`config.mk`:
```
export PLATFORM = sky130hd
export DESIGN_NAME = nrs_host
export DESIGN_NICKNAME = d
export VERILOG_FILES = /design/src/rtl/nrs_pkg.sv /design/src/rtl/nrs_cyc_if.sv /design/src/rtl/nrs_host.sv /design/src/rtl/nrs_cycle.sv
export SDC_FILE = /design/constraint.sdc
export NUM_CORES = 1
export LEC_CHECK = 0
export ABC_AREA = 1
export BUFFER_PORTS_ARGS = -buffer_cell sky130_fd_sc_hd__buf_2
export CAP_MARGIN = 20
export CORE_UTILIZATION = 65
export CTS_BUF_LIST = sky130_fd_sc_hd__clkbuf_8
export CTS_CLUSTER_DIAMETER = 40
export CTS_CLUSTER_SIZE = 40
export DETAILED_ROUTE_END_ITERATION = 6
export MAX_ROUTING_LAYER = met4
export PLACE_DENSITY = 0.88
export RECOVER_POWER = 25
export SLEW_MARGIN = 20
export SYNTH_ARGS = -nofsm -noshare
export SYNTH_HDL_FRONTEND = slang
export SYNTH_SLANG_ARGS = --single-unit
```
`constraint.sdc`:
```
create_clock -name core_clk -period 5.1 [get_ports core_clk]
set_input_delay 0.765 -clock core_clk [delete_from_list [all_inputs] [get_ports core_clk]]
set_output_delay 0.765 -clock core_clk [all_outputs]
set_load 0.03 [all_outputs]
```
`src/rtl/nrs_pkg.sv`:
```
package nrs_pkg;
  // ==========================================================
  // Timing
  localparam int PERIOD_NS = 20;
  localparam int T_STROBE_NS = 80;
  localparam int T_HOLD_NS = 40;
  localparam int T_WB_NS = 100;
  localparam int T_BUSY_MAX_NS = 3000000;
  localparam int STROBE_CYC = (T_STROBE_NS + PERIOD_NS - 1) / PERIOD_NS;
  localparam int HOLD_CYC = (T_HOLD_NS + PERIOD_NS - 1) / PERIOD_NS;
  localparam int WB_CYC = (T_WB_NS + PERIOD_NS - 1) / PERIOD_NS;
  localparam int BUSY_MAX_CYC = T_BUSY_MAX_NS / PERIOD_NS;
  // ==========================================================
  // Flash command bytes and bus cycle kinds
  localparam logic [7:0] C_RESET = 8'hFF;
  localparam logic [7:0] C_STATUS = 8'h70;
  localparam logic [7:0] C_SIG = 8'h90;
  localparam logic [7:0] C_SPARE = 8'h50;
  localparam logic [7:0] SIG_ADDR = 8'h00;
  localparam logic [7:0] ERASED = 8'hFF;
  localparam logic [7:0] STAT_MASK = 8'hC1;
  localparam logic [1:0] K_CMD = 2'h0;
  localparam logic [1:0] K_ADR = 2'h1;
  localparam logic [1:0] K_RD = 2'h2;
  localparam logic [1:0] K_WAIT = 2'h3;
  // ==========================================================
  // Operations
  localparam logic [2:0] OP_RESET = 3'h1;
  localparam logic [2:0] OP_STATUS = 3'h2;
  localparam logic [2:0] OP_SIG = 3'h3;
  localparam logic [2:0] OP_BBM = 3'h4;
  localparam logic [3:0] BBM_WAIT_IDX = 4'h5;
  localparam logic [3:0] BBM_M0_IDX = 4'h6;
  localparam logic [3:0] BBM_M5_IDX = 4'hB;
  // ==========================================================
  // Register map, byte addresses, and fields
  localparam logic [4:0] A_CTRL = 5'h00;
  localparam logic [4:0] A_STATE = 5'h04;
  localparam logic [4:0] A_SIG = 5'h08;
  localparam logic [4:0] A_BLOCK = 5'h0C;
  localparam logic [4:0] A_WEAR = 5'h10;
  localparam logic [4:0] A_WTHR = 5'h14;
  localparam logic [4:0] A_ECC = 5'h18;
  localparam int F_UNPROT = 0;
  localparam int F_OP_LO = 4;
  localparam int F_RETIRE = 4;
  localparam logic [15:0] ECC_SECTOR_BYTES = 16'h0200;
  localparam logic [3:0] ECC_BITS = 4'h1;
  localparam logic UNPROT_RST = 1'b0;
endpackage : nrs_pkg

```
`src/rtl/nrs_cyc_if.sv`:
```
`timescale 1ns/10ps
`default_nettype none
interface nrs_cyc_if;
  logic start;
  logic sel;
  logic [1:0] kind;
  logic [7:0] wbyte;
  logic done;
  logic [7:0] rbyte;
  modport ctl (output start, sel, kind, wbyte, input done, rbyte);
  modport eng (input start, sel, kind, wbyte, output done, rbyte);
endinterface : nrs_cyc_if
`default_nettype wire

```
`src/rtl/nrs_host.sv`:
```
// Local design decisions: strobed register access and the register offsets.
`timescale 1ns/10ps
`default_nettype none
module nrs_host #(
  parameter int BUSY_TMO_CYC = nrs_pkg::BUSY_MAX_CYC
) (
  // Clock and reset
  input wire logic core_clk,
  input wire logic rst_n,
  // Register port
  input wire logic [4:0] reg_addr,
  input wire logic [31:0] reg_wdata,
  input wire logic reg_wr,
  input wire logic reg_rd,
  output logic [31:0] reg_rdata,
  // Flash pins
  output logic flash_ce_n,
  output logic flash_cle,
  output logic flash_ale,
  output logic flash_we_n,
  output logic flash_re_n,
  output logic flash_wp_n,
  output logic [7:0] flash_io_o,
  output logic flash_io_oe,
  input wire logic [7:0] flash_io_i,
  input wire logic flash_rb_n
);
  localparam int TW = $clog2(BUSY_TMO_CYC + 1);
  typedef enum logic [1:0] {
    ST_IDLE = 2'b00,
    ST_CYC = 2'b01,
    ST_WAIT = 2'b11,
    ST_DONE = 2'b10
  } nrs_st_e;

  nrs_cyc_if c ();
  nrs_st_e st_r;
  logic [2:0] op_r;
  logic [3:0] idx_r;
  logic go_r;
  logic [TW-1:0] tmo_cnt_r;
  logic rb_m_r, rb_s_r;
  logic unprot_r, tmo_r, bad_r, scan_r, retire_r, reloc_r;
  logic [7:0] stat_r, mfr_r, dev_r, m0_r, m5_r;
  logic [11:0] blk_r;
  logic [15:0] wmax_r, wmin_r, wthr_r;
  logic [9:0] step;
  logic last, start_req, tmo_hit, rb_ok;

  // ==========================================================
  // Bus cycle sequences of each operation
  function automatic logic [9:0] step_of(input logic [2:0] op,
      input logic [3:0] i, input logic [11:0] blk);
    logic [9:0] s;
    s = {nrs_pkg::K_RD, 8'h00};
    case (op)
      nrs_pkg::OP_RESET:
        s = (i == 4'h0) ? {nrs_pkg::K_CMD, nrs_pkg::C_RESET}
                        : {nrs_pkg::K_WAIT, 8'h00};
      nrs_pkg::OP_STATUS:
        if (i == 4'h0) s = {nrs_pkg::K_CMD, nrs_pkg::C_STATUS};
      nrs_pkg::OP_SIG:
        if (i == 4'h0) s = {nrs_pkg::K_CMD, nrs_pkg::C_SIG};
        else if (i == 4'h1) s = {nrs_pkg::K_ADR, nrs_pkg::SIG_ADDR};
      nrs_pkg::OP_BBM:
        case (i)
          4'h0: s = {nrs_pkg::K_CMD, nrs_pkg::C_SPARE};
          4'h1: s = {nrs_pkg::K_ADR, 8'h00};
          4'h2: s = {nrs_pkg::K_ADR, blk[2:0], 5'h00};
          4'h3: s = {nrs_pkg::K_ADR, blk[10:3]};
          4'h4: s = {nrs_pkg::K_ADR, 7'h00, blk[11]};
          nrs_pkg::BBM_WAIT_IDX: s = {nrs_pkg::K_WAIT, 8'h00};
          default: s = {nrs_pkg::K_RD, 8'h00};
        endcase
      default: s = {nrs_pkg::K_RD, 8'h00};
    endcase
    return s;
  endfunction : step_of

  function automatic logic [3:0] last_of(input logic [2:0] op);
    case (op)
      nrs_pkg::OP_SIG: return 4'h3;
      nrs_pkg::OP_BBM: return nrs_pkg::BBM_M5_IDX;
      default: return 4'h1;
    endcase
  endfunction : last_of

  assign step = step_of(op_r, idx_r, blk_r);
  assign last = (idx_r == last_of(op_r));
  assign start_req = reg_wr && reg_addr == nrs_pkg::A_CTRL &&
      reg_wdata[6:4] >= nrs_pkg::OP_RESET &&
      reg_wdata[6:4] <= nrs_pkg::OP_BBM;
  assign tmo_hit = tmo_cnt_r == TW'(BUSY_TMO_CYC - 1);
  assign rb_ok = rb_s_r && tmo_cnt_r >= TW'(nrs_pkg::WB_CYC);
  assign c.kind = step[9:8];
  assign c.wbyte = step[7:0];
  assign c.sel = go_r || st_r != nrs_pkg_idle();

  function automatic nrs_st_e nrs_pkg_idle();
    return ST_IDLE;
  endfunction : nrs_pkg_idle

  nrs_cycle u_cycle (
    .core_clk(core_clk),
    .rst_n(rst_n),
    .c(c),
    .ce_n(flash_ce_n),
    .cle(flash_cle),
    .ale(flash_ale),
    .we_n(flash_we_n),
    .re_n(flash_re_n),
    .io_o(flash_io_o),
    .io_oe(flash_io_oe),
    .io_i(flash_io_i)
  );

  // ==========================================================
  // Ready/busy synchroniser
  always_ff @(posedge core_clk or negedge rst_n) begin
    if (!rst_n) begin
      rb_m_r <= 1'b0;
      rb_s_r <= 1'b0;
    end else begin
      rb_m_r <= flash_rb_n;
      rb_s_r <= rb_m_r;
    end
  end

  // ==========================================================
  // Operation sequencer
  always_ff @(posedge core_clk or negedge rst_n) begin
    if (!rst_n) begin
      st_r <= ST_IDLE;
      op_r <= 3'h0;
      idx_r <= 4'h0;
      go_r <= 1'b0;
      c.start <= 1'b0;
      tmo_cnt_r <= '0;
    end else begin
      c.start <= 1'b0;
      unique case (st_r)
        ST_IDLE: begin
          if (start_req) begin
            op_r <= reg_wdata[6:4];
            idx_r <= 4'h0;
            st_r <= ST_CYC;
          end
        end
        ST_CYC: begin
          if (!go_r && c.kind == nrs_pkg::K_WAIT) begin
            tmo_cnt_r <= '0;
            st_r <= ST_WAIT;
          end else if (!go_r) begin
            c.start <= 1'b1;
            go_r <= 1'b1;
          end else if (c.done) begin
            go_r <= 1'b0;
            idx_r <= idx_r + 4'h1;
            if (last) st_r <= ST_DONE;
          end
        end
        ST_WAIT: begin
          tmo_cnt_r <= tmo_cnt_r + TW'(1);
          if (rb_ok) begin
            idx_r <= idx_r + 4'h1;
            st_r <= last ? ST_DONE : ST_CYC;
          end else if (tmo_hit) begin
            // A hung device gets a reset instead of a silent stall
            if (op_r != nrs_pkg::OP_RESET) begin
              op_r <= nrs_pkg::OP_RESET;
              idx_r <= 4'h0;
              st_r <= ST_CYC;
            end else begin
              st_r <= ST_DONE;
            end
          end
        end
        ST_DONE: st_r <= ST_IDLE;
      endcase
    end
  end

  // ==========================================================
  // Captured answers and result flags
  always_ff @(posedge core_clk or negedge rst_n) begin
    if (!rst_n) begin
      stat_r <= 8'h00;
      mfr_r <= 8'h00;
      dev_r <= 8'h00;
      m0_r <= 8'h00;
      m5_r <= 8'h00;
      tmo_r <= 1'b0;
      bad_r <= 1'b0;
      scan_r <= 1'b0;
      retire_r <= 1'b0;
    end else begin
      if (st_r == ST_IDLE && start_req) tmo_r <= 1'b0;
      if (st_r == ST_WAIT && !rb_ok && tmo_hit) tmo_r <= 1'b1;
      if (reg_wr && reg_addr == nrs_pkg::A_STATE &&
          reg_wdata[nrs_pkg::F_RETIRE]) retire_r <= 1'b0;
      if (st_r == ST_CYC && go_r && c.done && c.kind == nrs_pkg::K_RD) begin
        unique case (op_r)
          nrs_pkg::OP_STATUS: begin
            stat_r <= c.rbyte & nrs_pkg::STAT_MASK;
            if (c.rbyte[0]) retire_r <= 1'b1;
          end
          nrs_pkg::OP_SIG: begin
            if (idx_r == 4'h2) mfr_r <= c.rbyte;
            else dev_r <= c.rbyte;
          end
          nrs_pkg::OP_BBM: begin
            if (idx_r == nrs_pkg::BBM_M0_IDX) m0_r <= c.rbyte;
            if (idx_r == nrs_pkg::BBM_M5_IDX) m5_r <= c.rbyte;
          end
          default: ;
        endcase
      end
      if (st_r == ST_DONE && op_r == nrs_pkg::OP_BBM) begin
        bad_r <= m0_r != nrs_pkg::ERASED || m5_r != nrs_pkg::ERASED;
        scan_r <= 1'b1;
      end
    end
  end

  // ==========================================================
  // Software registers
  always_ff @(posedge core_clk or negedge rst_n) begin
    if (!rst_n) begin
      unprot_r <= nrs_pkg::UNPROT_RST;
      flash_wp_n <= nrs_pkg::UNPROT_RST;
      blk_r <= 12'h000;
      wmax_r <= 16'h0000;
      wmin_r <= 16'h0000;
      wthr_r <= 16'h0000;
      reloc_r <= 1'b0;
    end else begin
      flash_wp_n <= unprot_r;
      reloc_r <= wmax_r >= wmin_r && wmax_r - wmin_r >= wthr_r;
      if (reg_wr) begin
        unique case (reg_addr)
          nrs_pkg::A_CTRL: unprot_r <= reg_wdata[nrs_pkg::F_UNPROT];
          nrs_pkg::A_BLOCK: blk_r <= reg_wdata[11:0];
          nrs_pkg::A_WEAR: begin
            wmax_r <= reg_wdata[15:0];
            wmin_r <= reg_wdata[31:16];
          end
          nrs_pkg::A_WTHR: wthr_r <= reg_wdata[15:0];
          default: ;
        endcase
      end
    end
  end

  always_ff @(posedge core_clk or negedge rst_n) begin
    if (!rst_n) begin
      reg_rdata <= 32'h00000000;
    end else if (reg_rd) begin
      unique case (reg_addr)
        nrs_pkg::A_CTRL: reg_rdata <= {25'h0, op_r, 3'h0, unprot_r};
        nrs_pkg::A_STATE: reg_rdata <= {15'h0, rb_s_r, stat_r, 2'h0,
            reloc_r, retire_r, scan_r, bad_r, tmo_r, st_r != ST_IDLE};
        nrs_pkg::A_SIG: reg_rdata <= {16'h0, dev_r, mfr_r};
        nrs_pkg::A_BLOCK: reg_rdata <= {20'h0, blk_r};
        nrs_pkg::A_WEAR: reg_rdata <= {wmin_r, wmax_r};
        nrs_pkg::A_WTHR: reg_rdata <= {16'h0, wthr_r};
        // Correction strength the data path must provide
        nrs_pkg::A_ECC: reg_rdata <= {12'h0, nrs_pkg::ECC_BITS,
            nrs_pkg::ECC_SECTOR_BYTES};
        default: reg_rdata <= 32'h00000000;
      endcase
    end else begin
      reg_rdata <= 32'h00000000;
    end
  end
endmodule : nrs_host
`default_nettype wire

```
`src/rtl/nrs_cycle.sv`:
```
`timescale 1ns/10ps
`default_nettype none
module nrs_cycle (
  // Clock and reset
  input wire logic core_clk,
  input wire logic rst_n,
  // Sequencer side
  nrs_cyc_if.eng c,
  // Flash pins
  output logic ce_n,
  output logic cle,
  output logic ale,
  output logic we_n,
  output logic re_n,
  output logic [7:0] io_o,
  output logic io_oe,
  input wire logic [7:0] io_i
);
  typedef enum logic [1:0] {
    EN_IDLE = 2'b00,
    EN_LOW = 2'b01,
    EN_HIGH = 2'b11
  } nrs_en_e;
  nrs_en_e st_r;
  logic [2:0] cnt_r;
  logic [7:0] io_m_r;
  logic [7:0] io_s_r;

  // ==========================================================
  // Pin input synchroniser
  always_ff @(posedge core_clk or negedge rst_n) begin
    if (!rst_n) begin
      io_m_r <= 8'h00;
      io_s_r <= 8'h00;
    end else begin
      io_m_r <= io_i;
      io_s_r <= io_m_r;
    end
  end

  // ==========================================================
  // Chip select follows the sequencer for the whole operation
  always_ff @(posedge core_clk or negedge rst_n) begin
    if (!rst_n) begin
      ce_n <= 1'b1;
    end else begin
      ce_n <= ~c.sel;
    end
  end

  // ==========================================================
  // One bus cycle: strobe low, then hold high
  always_ff @(posedge core_clk or negedge rst_n) begin
    if (!rst_n) begin
      st_r <= EN_IDLE;
      cnt_r <= 3'h0;
      cle <= 1'b0;
      ale <= 1'b0;
      we_n <= 1'b1;
      re_n <= 1'b1;
      io_o <= 8'h00;
      io_oe <= 1'b0;
      c.done <= 1'b0;
      c.rbyte <= 8'h00;
    end else begin
      c.done <= 1'b0;
      unique case (st_r)
        EN_IDLE: begin
          if (c.start) begin
            cle <= (c.kind == nrs_pkg::K_CMD);
            ale <= (c.kind == nrs_pkg::K_ADR);
            io_oe <= (c.kind != nrs_pkg::K_RD);
            io_o <= c.wbyte;
            we_n <= (c.kind == nrs_pkg::K_RD);
            re_n <= (c.kind != nrs_pkg::K_RD);
            cnt_r <= 3'h0;
            st_r <= EN_LOW;
          end
        end
        EN_LOW: begin
          cnt_r <= cnt_r + 3'h1;
          if (cnt_r == 3'(nrs_pkg::STROBE_CYC - 1)) begin
            // Sampled late in the pulse so the two-flop delay settles
            if (!re_n) begin
              c.rbyte <= io_s_r;
            end
            we_n <= 1'b1;
            re_n <= 1'b1;
            cnt_r <= 3'h0;
            st_r <= EN_HIGH;
          end
        end
        EN_HIGH: begin
          cnt_r <= cnt_r + 3'h1;
          if (cnt_r == 3'(nrs_pkg::HOLD_CYC - 1)) begin
            cle <= 1'b0;
            ale <= 1'b0;
            io_oe <= 1'b0;
            c.done <= 1'b1;
            st_r <= EN_IDLE;
          end
        end
      endcase
    end
  end
endmodule : nrs_cycle
`default_nettype wire

```
==> Yosys cells after proc, flatten, opt, wreduce, memory -nomap -nowiden <==
Cells that the tools add are included.
{ "totals": {"romBits": 0, "ramBits": 0, "memories": 0, "in_bits": 50, "out_inout_bits": 47, "word_cells": 215, "reg_bits": 209, "latch_bits": 0} }
{ "op_classes": {"addsub": 4, "n_reduce_logical": 50, "order_cmp": 5, "n_bitwise": 4, "div": 0, "muxes": 65, "n_eq_ne": 49, "n_shift": 0, "multipliers": 0} }
{ "op_table": {"columns": ["op", "count"], "rows": [
  ["$pmux W32 S7", 1],
  ["$pmux W10 S6", 1],
  ["$mux W10", 4],
  ["$pmux W10 S4", 1],
  ["$pmux W18 S2", 1],
  ["$ge A16 B16 Y1", 2],
  ["$mux W32", 1],
  ["$mux W4", 7],
  ["$mux W2", 12],
  ["$reduce_and A3 Y1", 8],
  ["$mux W1", 19],
  ["$add A18 B1 Y18 const B", 1],
  ["$eq A18 B18 Y1 const B", 1],
  ["$ge A18 B3 Y1 const B", 1],
  ["$mux W18", 1],
  ["$mux W3", 6],
  ["$ne A2 B2 Y1 const B", 9],
  ["$ne A8 B8 Y1 const B", 2],
  ["$reduce_and A2 Y1", 8],
  ["$sub A16 B16 Y16", 1],
  ["$eq A5 B5 Y1 const B", 3],
  ["$logic_and A1 B1 Y1", 15],
  ["$eq A4 B3 Y1 const B", 3],
  ["$ne A3 B3 Y1 const B", 4],
  ["other kinds (35)", 65]
]} }

==> Longest topological paths before layout <==
Gate-level depths: netlist of the first run.
{ "logic_depth": {"ltp_word": 8, "depth_mapped": 20, "ltp_nobuf": 20} }

==> Hierarchy <==
A second synthesis of the first run with hierarchy kept.
{ "hier_totals": {"hier_cells": 1249, "hier_area_um2": 10617.7} }
{ "by_module_without_submodules": {"columns": ["mod", "area_each_um2", "seq_area_each_um2", "n_inst", "cells_per_inst"], "rows": [
  ["nrs_host", 8936.1, 4129.0, 1, 1086],
  ["nrs_cycle", 1681.6, 1104.8, 1, 163]
]} }

==> Least setup slack after synthesis of the first run <==
OpenSTA, ideal clock, no wires.
{ "synth_path": {"kind": "flip-flop to flip-flop", "startpoint": "reg wmax_r[0]", "endpoint": "reg reloc_r", "synth_period_minus_slack_ns": 2.819, "path_stages_with_launch": 16, "t_arrival_ns": 2.756, "path_buffers": 0, "setup_ns": 0.063, "t_required_ns": 5.037, "setup_slack_ns": 2.281, "path_cell_list": "dfrtp_1 > inv_1 > ha_1 > fa_1 > o21ai_0 > a21oi_1 > o21ai_0 > a21oi_1 > xnor2_1 > ha_1 > nand2_1 > nor3_1 > nand3_1 > nand3_1 > nand2_1 > inv_1"} }
{ "synth_via": {"elab_chain_len": 3, "elab_cells_between_ends": 4, "classes_between": "add/sub (1); order compare (2); reduce/logical (1)"} }
{ "synth_lines": {"columns": ["item", "line", "rtl"], "rows": [
  ["start, declared", "nrs_host.sv:46", "logic [15:0] wmax_r, wmin_r, wthr_r;"],
  ["start signal, assigned", "nrs_host.sv:244", "wmax_r <= reg_wdata[15:0];"],
  ["$sub A16 B16 Y16", "nrs_host.sv:238", "reloc_r <= wmax_r >= wmin_r && wmax_r - wmin_r >= wthr_r;"],
  ["$ge A16 B16 Y1", "nrs_host.sv:238", null],
  ["$logic_and A1 B1 Y1 *", "nrs_host.sv:238", null],
  ["end signal, assigned", "nrs_host.sv:238", null],
  ["end, declared", "nrs_host.sv:43", "logic unprot_r, tmo_r, bad_r, scan_r, retire_r, reloc_r;"]
]} }
Every way passes the cells marked *; elsewhere a longest branch is shown, timed or not.
A chain may end at the register's enable or synchronous reset.

==> results of run 1 <==
==> worst reg2reg max path, cell delays in order, from the launching register on <==
cell and delay (ns):
dfrtp_1 0.35, inv_1 0.06, ha_1 0.24, fa_1 0.42
o21ai_0 0.42, a21oi_1 0.17, o21ai_0 0.38, a21oi_1 0.14
xnor2_1 0.15, ha_1 0.28, nand2_1 0.06, nor3_1 0.25
nand3_1 0.12, nand3_1 0.09, nand2_1 0.05, inv_1 0.05
==> final timing paths <==
path | from | endpoint | cells after the start
hold reg to reg | u_cycle.io_m_r[1] | u_cycle.io_s_r[1] | 0
max in group core_clk | wmax_r[0] | reloc_r | 15
hold / removal | flash_io_i[4] | u_cycle.io_m_r[4] | 1
min in group asynchronous | rst_n | u_cycle.io_o[6] | 1
setup reg to reg | wmax_r[0] | reloc_r | 15
setup / recovery | rst_n | reg_rdata[11] | 1
==> cell families (layout without fill, tap and decap cells) <==
| logic type | Yosys count | in the layout |
|---|---|---|
| muxes | 1 | 1 |
| buffers and inverters | 195 | 311 |
| DFF | 209 | 209 |
| xor gates and xnor gates | 30 | 30 |
| adders and majority gates | 48 | 48 |
| and+or+nand+nor | 492 | 492 |
| AOI/OAI and AO/OA | 250 | 250 |
==> sequential cells by signal, indices dropped and copies added, names as in the netlist, 4 cells and up <==
signal           cells
blk_r               12
idx_r                4
m5_r                 8
wmax_r              16
wmin_r              16
u_cycle.io_o         8
reg_rdata           32
mfr_r                8
m0_r                 8
u_cycle.io_m_r       8
wthr_r              16
tmo_cnt_r           18
u_cycle.io_s_r       8
dev_r                8
u_cycle.c.rbyte      8
==> final cells by class <==
cell class	count	share of cell area, %
tap	211	2.244
clock inverter	20	2.468
inverter	164	5.233
timing repair buffer	98	4.414
multi-input combinational	821	37.75
clock buffer	29	3.393
sequential	209	44.50
==> power breakdown <==
group,internal (W),switching [W]
Sequential,0.00192,0.000219
Combinational,0.000539,0.00112
Clock,0.000788,0.000740
==> placed cells by master (no fill, tap or decap), types with 3 or more instances in the layout <==
master / instances
a211oi_1: 3
a21o_1: 3
a21oi_1: 66
a221oi_1: 11
buf_2: 95
bufinv_16: 4
clkbuf_8: 29
clkinv_2: 3
clkinv_8: 3
dfrtp_1: 206
dfstp_2: 3
ha_1: 47
inv_1: 156
inv_2: 7
inv_6: 3
nand2_1: 273
nand2_2: 7
nand3_1: 56
nand3_2: 3
nand4_1: 9
nor2_1: 111
nor2_2: 3
nor2_4: 4
nor3_1: 12
nor4_1: 3
o211ai_1: 3
o21ai_0: 95
o21ai_1: 24
o21ai_2: 17
o221ai_1: 3
o22ai_1: 16
or2_2: 3
xnor2_1: 4
xor2_1: 26
==> stage by stage <==
| step | utilization [%] | cells | area [um2] |
|---|---|---|---|
| after detailed placement | 71.73 | 1502 | 11070 |
| after global routing | 76.24 | 1552 | 11760 |
| after floorplan | - | 1225 | 10450 |
| after CTS | 76.20 | 1551 | 11760 |
| after global placement | 71.73 | 1502 | 11070 |
| final | 76.24 | 1552 | 11760 |
==> per-layer routing <==
metal	part of all wire [%]	track usage, %	vias up
met5	0	-	-
met4	3.1	11.70	0
met3	8.1	6.653	78
met2	47	52.43	407
met1	42	43.94	4254
li1	-	-	4183
==> impl_metrics.tcl, run 1 <==
set metrics [dict create \
    irDropWorstVdd_mv 0.4087 \
    postCtsSetupBuffers 0 \
    detailroute.via_count 8922 \
    fin_crit_sh_pct 67.63 \
    grt_setup_unrepaired "no" \
    area_growth_pct 12.56 \
    die_h_um 128.8 \
    num_antenna_cells 0 \
    grt_pass1_wl_mm 42.01 \
    final_layout_size_suffix_gt1_share_pct 14.91 \
    cap_violations 1 \
    place_ws_ns 1.879 \
    drtIter0Drc 830 \
    synth_compound_area_share_pct 13.82 \
    htree_levels 1 \
    hold_viol 0 \
    yosys.area.top_type_share_pct 49.33 \
    num_rows 45 \
    synth_xor_area_share_pct 2.514 \
    ys_types 46 \
    setup-violations-final 0 \
    clk_latency_ns 0.56 \
    core_area_um2 15430 \
    cts-root-buf "clkbuf_8" \
    numCtsBuffers 27 \
    fmax_mhz 289.9 \
    synthTopCellsByCount "nand2_1, dfrtp_1, inv_1" \
    grt_antenna_before_repair 0 \
    die_width_um 128.8 \
    synthAdderAreaFrac_pct 5.819 \
    synth_ff_type "dfrtp_1" \
    cts_tree "built" \
    critPathKind "in2async" \
    path_max_fanout 68 \
    grt_pass1_vias 8497 \
    worst_pin_slew_ns 3.579 \
    avgSynthCellArea_um2 8.531 \
    cts_num_sinks 209 \
    drt-pass1-iter-count 6 \
    yosysSeqAreaShare_pct 50.08 \
    syn_inst 1225 \
    hpwl_mm 18.50 \
    maxSlewHeadroom_pct -138.6 \
    nets 1419 \
    yosys.area_share.simple_pct 20.23 \
    yosysMostFrequentCell "nand2_1" \
    drc 0 \
    power.total_w 0.005327 \
    p_leak_nw 6.091 \
    synth_edf_count 0 \
    crit_buf_inv 1 \
    crit_family "buffers and inverters" \
    hold_slack_ns 0.3106 \
    yosys_warnings 0 \
    wl_mm 25.63 \
    maxSlewViolCount 68 \
    track_usage_pct 33.55 \
    violations "capacitance limit, slew limit" \
    critPathRequiredTime_ns 4.94 \
    io-pin-count 97 \
    ant_nets 0 \
    path_cells "clkbuf_1" \
    register_area_um2 5234 \
    globalplace.congestion 0.9277 \
    grt_max_degree 143 \
    finalSetupTns_ns 0 \
    start_kind "input pin" \
    fill_cells 1138 \
    fin_skew_ns 0.01901 \
    start_util_pct 67.74 \
    ys_seq_elements 209 \
    p_per_area_nw_per_um2 452.9 \
    port_buffers 96 \
    cts.clk_slew.worst_paths_ns 0.09 \
    synth_nets 1323 \
    ctsHoldBuffers 0 \
    die-area_um2 16590 \
    synth_top_family_by_area "simple AND/OR/NAND/NOR gates" \
    status "finished with violations" \
    slowest_delay_ns 2.47 \
    wl_per_cell_um 16.52 \
    cts_buffer_depth 3 \
    cp.arrival_ns 3.29 \
    cts_resized 0 \
    fin_crit_ns 3.449 \
    netlist_area_um2 10450 \
    vias_per_cell 5.749 \
    multi_input_area_um2 4441 \
    post-route-worst-setup-slack_ns 1.651 \
    ys_async_sr_fraction_pct 100.0 \
    grt_overflow_total 0 \
    synthMuxAreaShare_pct 0.1078 \
    hp-class "in2reg" \
    synth.area.top_cells "dfrtp_1, nand2_1, ha_1" \
    end_kind "async pin" \
    slowest_stage "clkbuf_1" \
    rrSetupSlack_ns 1.81 \
    yosys.area.top_type "dfrtp_1" \
]
(Power assumes the default switching activity.)
==> inputs of run 2 (changes only) <==
--- a/config.mk
+++ b/config.mk
@@ -5,16 +5,16 @@
 export SDC_FILE = /design/constraint.sdc
 export NUM_CORES = 1
 export LEC_CHECK = 0
-export ABC_AREA = 1
+export ABC_AREA = 0
 export BUFFER_PORTS_ARGS = -buffer_cell sky130_fd_sc_hd__buf_2
 export CAP_MARGIN = 20
-export CORE_UTILIZATION = 65
+export CORE_UTILIZATION = 62
 export CTS_BUF_LIST = sky130_fd_sc_hd__clkbuf_8
 export CTS_CLUSTER_DIAMETER = 40
 export CTS_CLUSTER_SIZE = 40
 export DETAILED_ROUTE_END_ITERATION = 6
 export MAX_ROUTING_LAYER = met4
-export PLACE_DENSITY = 0.88
+export PLACE_DENSITY = 0.85
 export RECOVER_POWER = 25
 export SLEW_MARGIN = 20
 export SYNTH_ARGS = -nofsm -noshare
==> constraint.sdc (replaced) <==
create_clock -name core_clk -period 3.4 [get_ports core_clk]
set_input_delay 0.51 -clock core_clk [delete_from_list [all_inputs] [get_ports core_clk]]
set_output_delay 0.51 -clock core_clk [all_outputs]
set_load 0.03 [all_outputs]
==> run 2 against run 1 <==
Critical path depth rose by 14. Flip-flop and latch count stayed put. Sequential power increased by 50%. The run still ends with capacitance limit, slew limit left. Setup slack got worse by 1.6 ns.
==> impl_metrics.tcl, run 2 <==
set metrics [dict create \
    status "finished with violations" \
    violations "capacitance limit, slew limit" \
    largest_register_ffs 32 \
    maxSlewHeadroom_pct -90.47 \
    critPathRequiredTime_ns 3.82 \
    worstReg2RegStart "wmin_r[1]" \
    synthTopCellsByCount "dfrtp_1, mux2_2, nand2_1" \
    irDropWorstVdd_mv 0.4577 \
    grt_antenna_before_repair 1 \
    r2r-end "reloc_r" \
    die_width_um 131.7 \
    yosysMostFrequentCell "dfrtp_1" \
    yosys_warnings 0 \
    numCtsBuffers 28 \
    netlist_area_um2 10440 \
    ys_async_sr_fraction_pct 100.0 \
    ant_nets 0 \
    synth_ff_type "dfrtp_1" \
    die-area_um2 17350 \
    hp-class "in2reg" \
    maxSlewViolCount 112 \
    cts-root-buf "clkbuf_8" \
    cts_tree "built" \
    clkPwrFrac_pct 26.3 \
    drt-pass1-iter-count 5 \
    top_register "reg_rdata" \
    grt_pass1_wl_mm 41.02 \
    final_common_cell "dfrtp_1" \
    cts_buffer_depth 3 \
    io-pin-count 97 \
    place_ws_ns 0.01976 \
    layout_common_cells "dfrtp_1, buf_2, mux2_2" \
    start_kind "flop" \
    area_growth_pct 15.20 \
    drtIter0Drc 577 \
    critPathKind "reg2reg" \
    port_buffers 96 \
    ys_types 79 \
    yosysSeqAreaShare_pct 50.16 \
    setup-violations-final 0 \
    cap_violations 1 \
    wl_per_cell_um 19.57 \
    globalplace.congestion 0.9116 \
    yosys.area.top_type "dfrtp_1" \
    detailroute.via_count 7996 \
    start_util_pct 63.15 \
    fin_crit_ns 3.312 \
    post-route-worst-setup-slack_ns 0.08793 \
    end_kind "flop" \
    reg_top3 "reg_rdata: 32 flops, tmo_cnt_r: 18 flops" \
    fill_cells 1172 \
    fin_skew_ns 0.01474 \
    yosys.area.top_type_share_pct 49.40 \
    nets 1163 \
    finalSetupTns_ns 0 \
    track_usage_pct 30.76 \
    cts_num_sinks 209 \
    fin_crit_sh_pct 97.41 \
    num_rows 47 \
    cts.clk_slew.worst_paths_ns 0.07 \
    reg2reg_depth 15 \
    fmax_mhz 301.9 \
    grt_pass1_vias 7832 \
    power.total_w 0.008324 \
    core_area_um2 16520 \
    wl_mm 25.56 \
    p_int_w 0.005238 \
    hp-start "flash_io_i[7]" \
    min_path_cells 1 \
    switchingPower_w 0.003085 \
    path_max_fanout 3 \
    grt_overflow_total 0 \
    synth_edf_count 0 \
    p_per_area_nw_per_um2 692.4 \
    p_seq_share_pct 38.4 \
    p_leak_nw 5.802 \
    vias_per_cell 6.123 \
    holdPathEnd "u_cycle.io_m_r[7]" \
    ctsHoldBuffers 0 \
    syn_inst 950 \
    synth_nets 1048 \
    worst_pin_slew_ns 2.857 \
    hold_viol 0 \
    hpwl_mm 18.03 \
    final_core_util_pct 72.75 \
    grt_max_degree 114 \
    cp.arrival_ns 3.73 \
    synth.area.top_cells "dfrtp_1, mux2_2, ha_1" \
    drc 0 \
    power_frac_comb_pct 35.3 \
    switching_share_pct 37.07 \
    die_h_um 131.7 \
    avgSynthCellArea_um2 10.98 \
    rrSetupSlack_ns 0.09 \
    ys_seq_elements 209 \
    final_layout_size_suffix_gt1_share_pct 28.29 \
    htree_levels 1 \
    clk_latency_ns 0.56 \
]
## run 2: cell count changes in the layout (fill, tap and decap cells not counted), sizes merged, moves of 14 or more
cell   delta
nand2   -216
nor2     -57
mux2    +102
inv     -103
a21oi    -16
xor2     -24
nand3    -41
o31ai    +16
and3     +17
and2     +14
buf      +23
o21ai    -90
## run 2: final cells by class
class | count | area, um2 | share of cell area (%)
Antenna cell | 1 | 2.502 | 0.02082
Clock buffer | 33 | 454.2 | 3.778
Clock inverter | 17 | 201.4 | 1.676
Inverter | 57 | 214.0 | 1.780
Multi-Input combinational cell | 648 | 4947 | 41.15
Sequential cell | 209 | 5234 | 43.54
Tap cell | 220 | 275.3 | 2.290
Timing Repair Buffer | 121 | 693.2 | 5.766
## run 2: per-stage QoR
step | std cells | cell area, um2 | hold slack (ns)
2_1_floorplan | 950 | 10440 | 0.2144
3_3_place_gp | 1247 | 11190 | 0.3332
3_5_place_dp | 1247 | 11190 | 0.3347
4_1_cts | 1297 | 11850 | 0.02403
5_1_grt | 1306 | 12020 | 0.02450
6_report | 1306 | 12020 | 0.06081
## run 2: power by group through the flow
stage	sequential (W)	clock, W	combinational, W
6_report	0.00320	0.00219	0.00294
2_1_floorplan	0.00322	0	0.00193
4_1_cts	0.00319	0.00222	0.00273
5_1_grt	0.00325	0.00232	0.00324
3_3_place_gp	0.00321	0	0.00263
3_5_place_dp	0.00323	0	0.00270
## run 2: per-layer routing
metal / wire length, um / GRT usage (%)
met4: 913 / 13.05
met2: 12450 / 48.79
met5: 0 / -
met1: 10600 / 39.63
met3: 1593 / 4.614
## run 2: logic make-up (layout without fill, tap and decap cells)
logic type | after synthesis | after routing | share of synthesized area, %
xor+xnor | 10 | 10 | 0.8394
fa+ha+maj | 48 | 48 | 5.827
mux | 113 | 113 | 12.36
compound gates | 207 | 207 | 14.10
buf+inv | 93 | 228 | 3.609
flops | 209 | 209 | 50.16
other cells | 0 | 1 | 0
simple gates | 270 | 270 | 13.11
## run 2: worst max-delay path by stage
stage	slack (ns)	from	to	cells past startpoint
global placement	0.13	wmax_r[3]	reloc_r	14
global route	-0.05	wmax_r[0]	reloc_r	16
floorplan	0.16	wmax_r[8]	reloc_r	14
CTS	0.003	wmax_r[3]	reloc_r	14
finish	0.09	wmin_r[1]	reloc_r	15
detailed placement	0.02	wmax_r[3]	reloc_r	14
## run 2: what timing repair did
action | CTS | global route
resized for setup | 0 | 25
setup endpoints to repair | 0 | 1
setup buffers | 0 | 8
## run 2: critical path: stages, from the launching register on
cell      delay [ns]
dfrtp_1         0.41
inv_2           0.08
ha_4            0.20
nor2b_2         0.16
o21bai_2        0.17
a21oi_2         0.09
o41ai_2         0.39
or4b_4          0.52
o311ai_4        0.10
ha_1            0.29
a21o_1          0.18
a21o_1          0.18
a21oi_2         0.11
o21ai_1         0.06
a21oi_1         0.16
nor3_2          0.06
==> inputs of run 3 (changes only) <==
--- a/config.mk
+++ b/config.mk
@@ -6,13 +6,15 @@
 export NUM_CORES = 1
 export LEC_CHECK = 0
 export ABC_AREA = 0
-export BUFFER_PORTS_ARGS = -buffer_cell sky130_fd_sc_hd__buf_2
+export BUFFER_PORTS_ARGS = -buffer_cell sky130_fd_sc_hd__buf_4
 export CAP_MARGIN = 20
+export CORE_MARGIN = 4
 export CORE_UTILIZATION = 62
 export CTS_BUF_LIST = sky130_fd_sc_hd__clkbuf_8
 export CTS_CLUSTER_DIAMETER = 40
 export CTS_CLUSTER_SIZE = 40
 export DETAILED_ROUTE_END_ITERATION = 6
+export HOLD_SLACK_MARGIN = 0.02
 export MAX_ROUTING_LAYER = met4
 export PLACE_DENSITY = 0.85
 export RECOVER_POWER = 25
==> run 3 against run 2 <==
The flow still finishes with violations (capacitance limit, slew limit). Hold slack improved by 0.099 ns. Clock skew fell by 0.0025 ns. Via count rose by 3.4%. Flip-flop and latch count did not move. First-iteration DRC count rose by 31%. Critical path type unchanged. Largest cell class unchanged.
==> impl_metrics.tcl, run 3 (same netlist as run 2, synthesis figures left out) <==
set metrics [dict create \
    power_frac_comb_pct 35.7 \
    crit_path_end "reloc_r" \
    detailroute.via_count 8267 \
    worst_pin_slew_ns 2.027 \
    critPathRequiredTime_ns 3.84 \
    drc 0 \
    critPathKind "reg2reg" \
    wl_mm 26.50 \
    final_common_cell "dfrtp_1" \
    cts_buffer_depth 3 \
    power.total_w 0.008529 \
    globalplace.congestion 0.9279 \
    worstReg2RegStart "wmin_r[1]" \
    start_util_pct 63.15 \
    die-area_um2 18970 \
    drtIter0Drc 756 \
    cts_tree "built" \
    setup-violations-final 0 \
    fin_crit_ns 3.368 \
    core_area_um2 16520 \
    fmax_mhz 296.9 \
    p_leak_nw 5.898 \
    grt_antenna_before_repair 0 \
    cts_num_sinks 209 \
    nets 1177 \
    final_core_util_pct 75.08 \
    multi_input_area_um2 4949 \
    crit_start "wmin_r[1]" \
    rrSetupSlack_ns 0.03 \
    clk_latency_ns 0.57 \
    grt_pass1_wl_mm 41.36 \
    hpwl_mm 18.53 \
    switching_share_pct 38.11 \
    die_h_um 137.7 \
    post-route-worst-setup-slack_ns 0.03239 \
    largest_register_ffs 32 \
    design_area_um2 12410 \
    final_layout_size_suffix_gt1_share_pct 28.25 \
    reg_top3 "reg_rdata: 32 flops, tmo_cnt_r: 18 flops" \
    finalSetupTns_ns 0 \
    grt_overflow_total 0 \
    status "finished with violations" \
    start_kind "flop" \
    ant_nets 0 \
    grt_max_degree 85 \
    die_width_um 137.7 \
    irDropWorstVdd_mv 0.4003 \
    wl_per_cell_um 20.05 \
    fill_cells 1096 \
    drt-pass1-iter-count 5 \
    vias_per_cell 6.253 \
    grt_setup_unrepaired "yes" \
    io-pin-count 97 \
    p_seq_share_pct 37.7 \
    cts.clk_slew.worst_paths_ns 0.09 \
    r2r-end "reloc_r" \
    cap_violations 1 \
    port_buffers 96 \
    cp.arrival_ns 3.81 \
    htree_levels 1 \
    fin_crit_sh_pct 99.05 \
    cts-root-buf "clkbuf_8" \
    track_usage_pct 28.42 \
    place_area_um2 11420 \
    grt_pass1_vias 8022 \
    hold_viol 0 \
    place_ws_ns 0.03717 \
    path_max_fanout 4 \
    register_area_um2 5234 \
    clkPwrFrac_pct 26.6 \
    area_growth_pct 18.90 \
    numCtsBuffers 28 \
    p_int_w 0.005279 \
    hp-class "in2reg" \
    fin_skew_ns 0.01227 \
    switchingPower_w 0.003251 \
    num_rows 47 \
    p_per_area_nw_per_um2 687.5 \
    reg2reg_depth 15 \
    maxSlewViolCount 84 \
    top_register "reg_rdata" \
    violations "capacitance limit, slew limit" \
    maxSlewHeadroom_pct -35.16 \
    end_kind "flop" \
    layout_common_cells "dfrtp_1, buf_4, mux2_2" \
]
==> run 3: cell types whose count changed in the layout (fill, tap and decap cells not counted), moves of 2 or more <==
| cell | before | now |
|---|---|---|
| clkbuf_1 | 0 | 3 |
| clkbuf_8 | 33 | 29 |
| inv_1 | 56 | 54 |
| buf_2 | 95 | 0 |
| clkbuf_4 | 0 | 9 |
| inv_6 | 6 | 4 |
| buf_4 | 23 | 111 |
| inv_8 | 2 | 5 |
| dlygate4sd3_1 | 0 | 10 |
| clkinv_8 | 0 | 4 |
==> run 3: what timing repair did <==
action,CTS,global route
setup buffers,0,11
hold buffers,10,0
setup endpoints to repair,0,1
hold endpoints to repair,89,0
resized for setup,0,25
==> run 3: metrics by stage <==
step / instances / hold WS (ns)
2_1_floorplan: 950 / 0.2144
3_3_place_gp: 1248 / 0.3320
3_5_place_dp: 1248 / 0.3347
4_1_cts: 1310 / 0.1440
5_1_grt: 1321 / 0.1411
6_report: 1322 / 0.1599
==> run 3: critical path, stage by stage (launching register included) <==
cell      delay, ns
dfrtp_1        0.44
inv_2          0.09
ha_4           0.20
nor2b_4        0.12
o21bai_1       0.23
a21oi_2        0.12
o41ai_2        0.42
or4b_4         0.52
o311ai_4       0.10
ha_1           0.30
a21o_1         0.17
a21o_1         0.16
a21oi_2        0.11
o21ai_1        0.09
a21oi_2        0.12
nor3_2         0.05
==> run 3: final cells by class <==
class / instances / area share (%)
Multi-Input combinational cell: 648 / 39.89
Clock buffer: 29 / 3.217
Inverter: 57 / 1.724
Antenna cell: 1 / 0.02017
Tap cell: 220 / 2.219
Clock inverter: 23 / 2.390
Sequential cell: 209 / 42.18
Timing Repair Buffer: 135 / 8.360
==> run 3: worst min-delay path by stage <==
| stage | from | end | depth (start not counted) |
|---|---|---|---|
| after floorplan | rst_n | bad_r | 0 |
| after global placement | u_cycle.io_m_r[4] | u_cycle.io_s_r[4] | 0 |
| after detailed placement | u_cycle.io_m_r[2] | u_cycle.io_s_r[2] | 0 |
| after CTS | reg_wdata[19] | wmin_r[3] | 2 |
| after global routing | reg_wdata[18] | wmin_r[2] | 2 |
| final | reg_wdata[19] | wmin_r[3] | 2 |
==> run 3: per-layer routing <==
metal | vias to the layer above | part of all wire [%] | GRT usage, %
met5 | - | 0 | -
met3 | 97 | 7.1 | 4.091
li1 | 3712 | - | -
met2 | 370 | 48 | 45.04
met4 | 0 | 4.4 | 11.14
met1 | 4088 | 41 | 37.36
==> run 3: power groups by stage <==
stage	Clock [W]	Sequential, W	Combinational, W
6_report	0.00227	0.00322	0.00304
5_1_grt	0.00242	0.00326	0.00334
2_1_floorplan	0	0.00322	0.00193
3_5_place_dp	0	0.00324	0.00275
4_1_cts	0.00231	0.00320	0.00279
3_3_place_gp	0	0.00322	0.00267
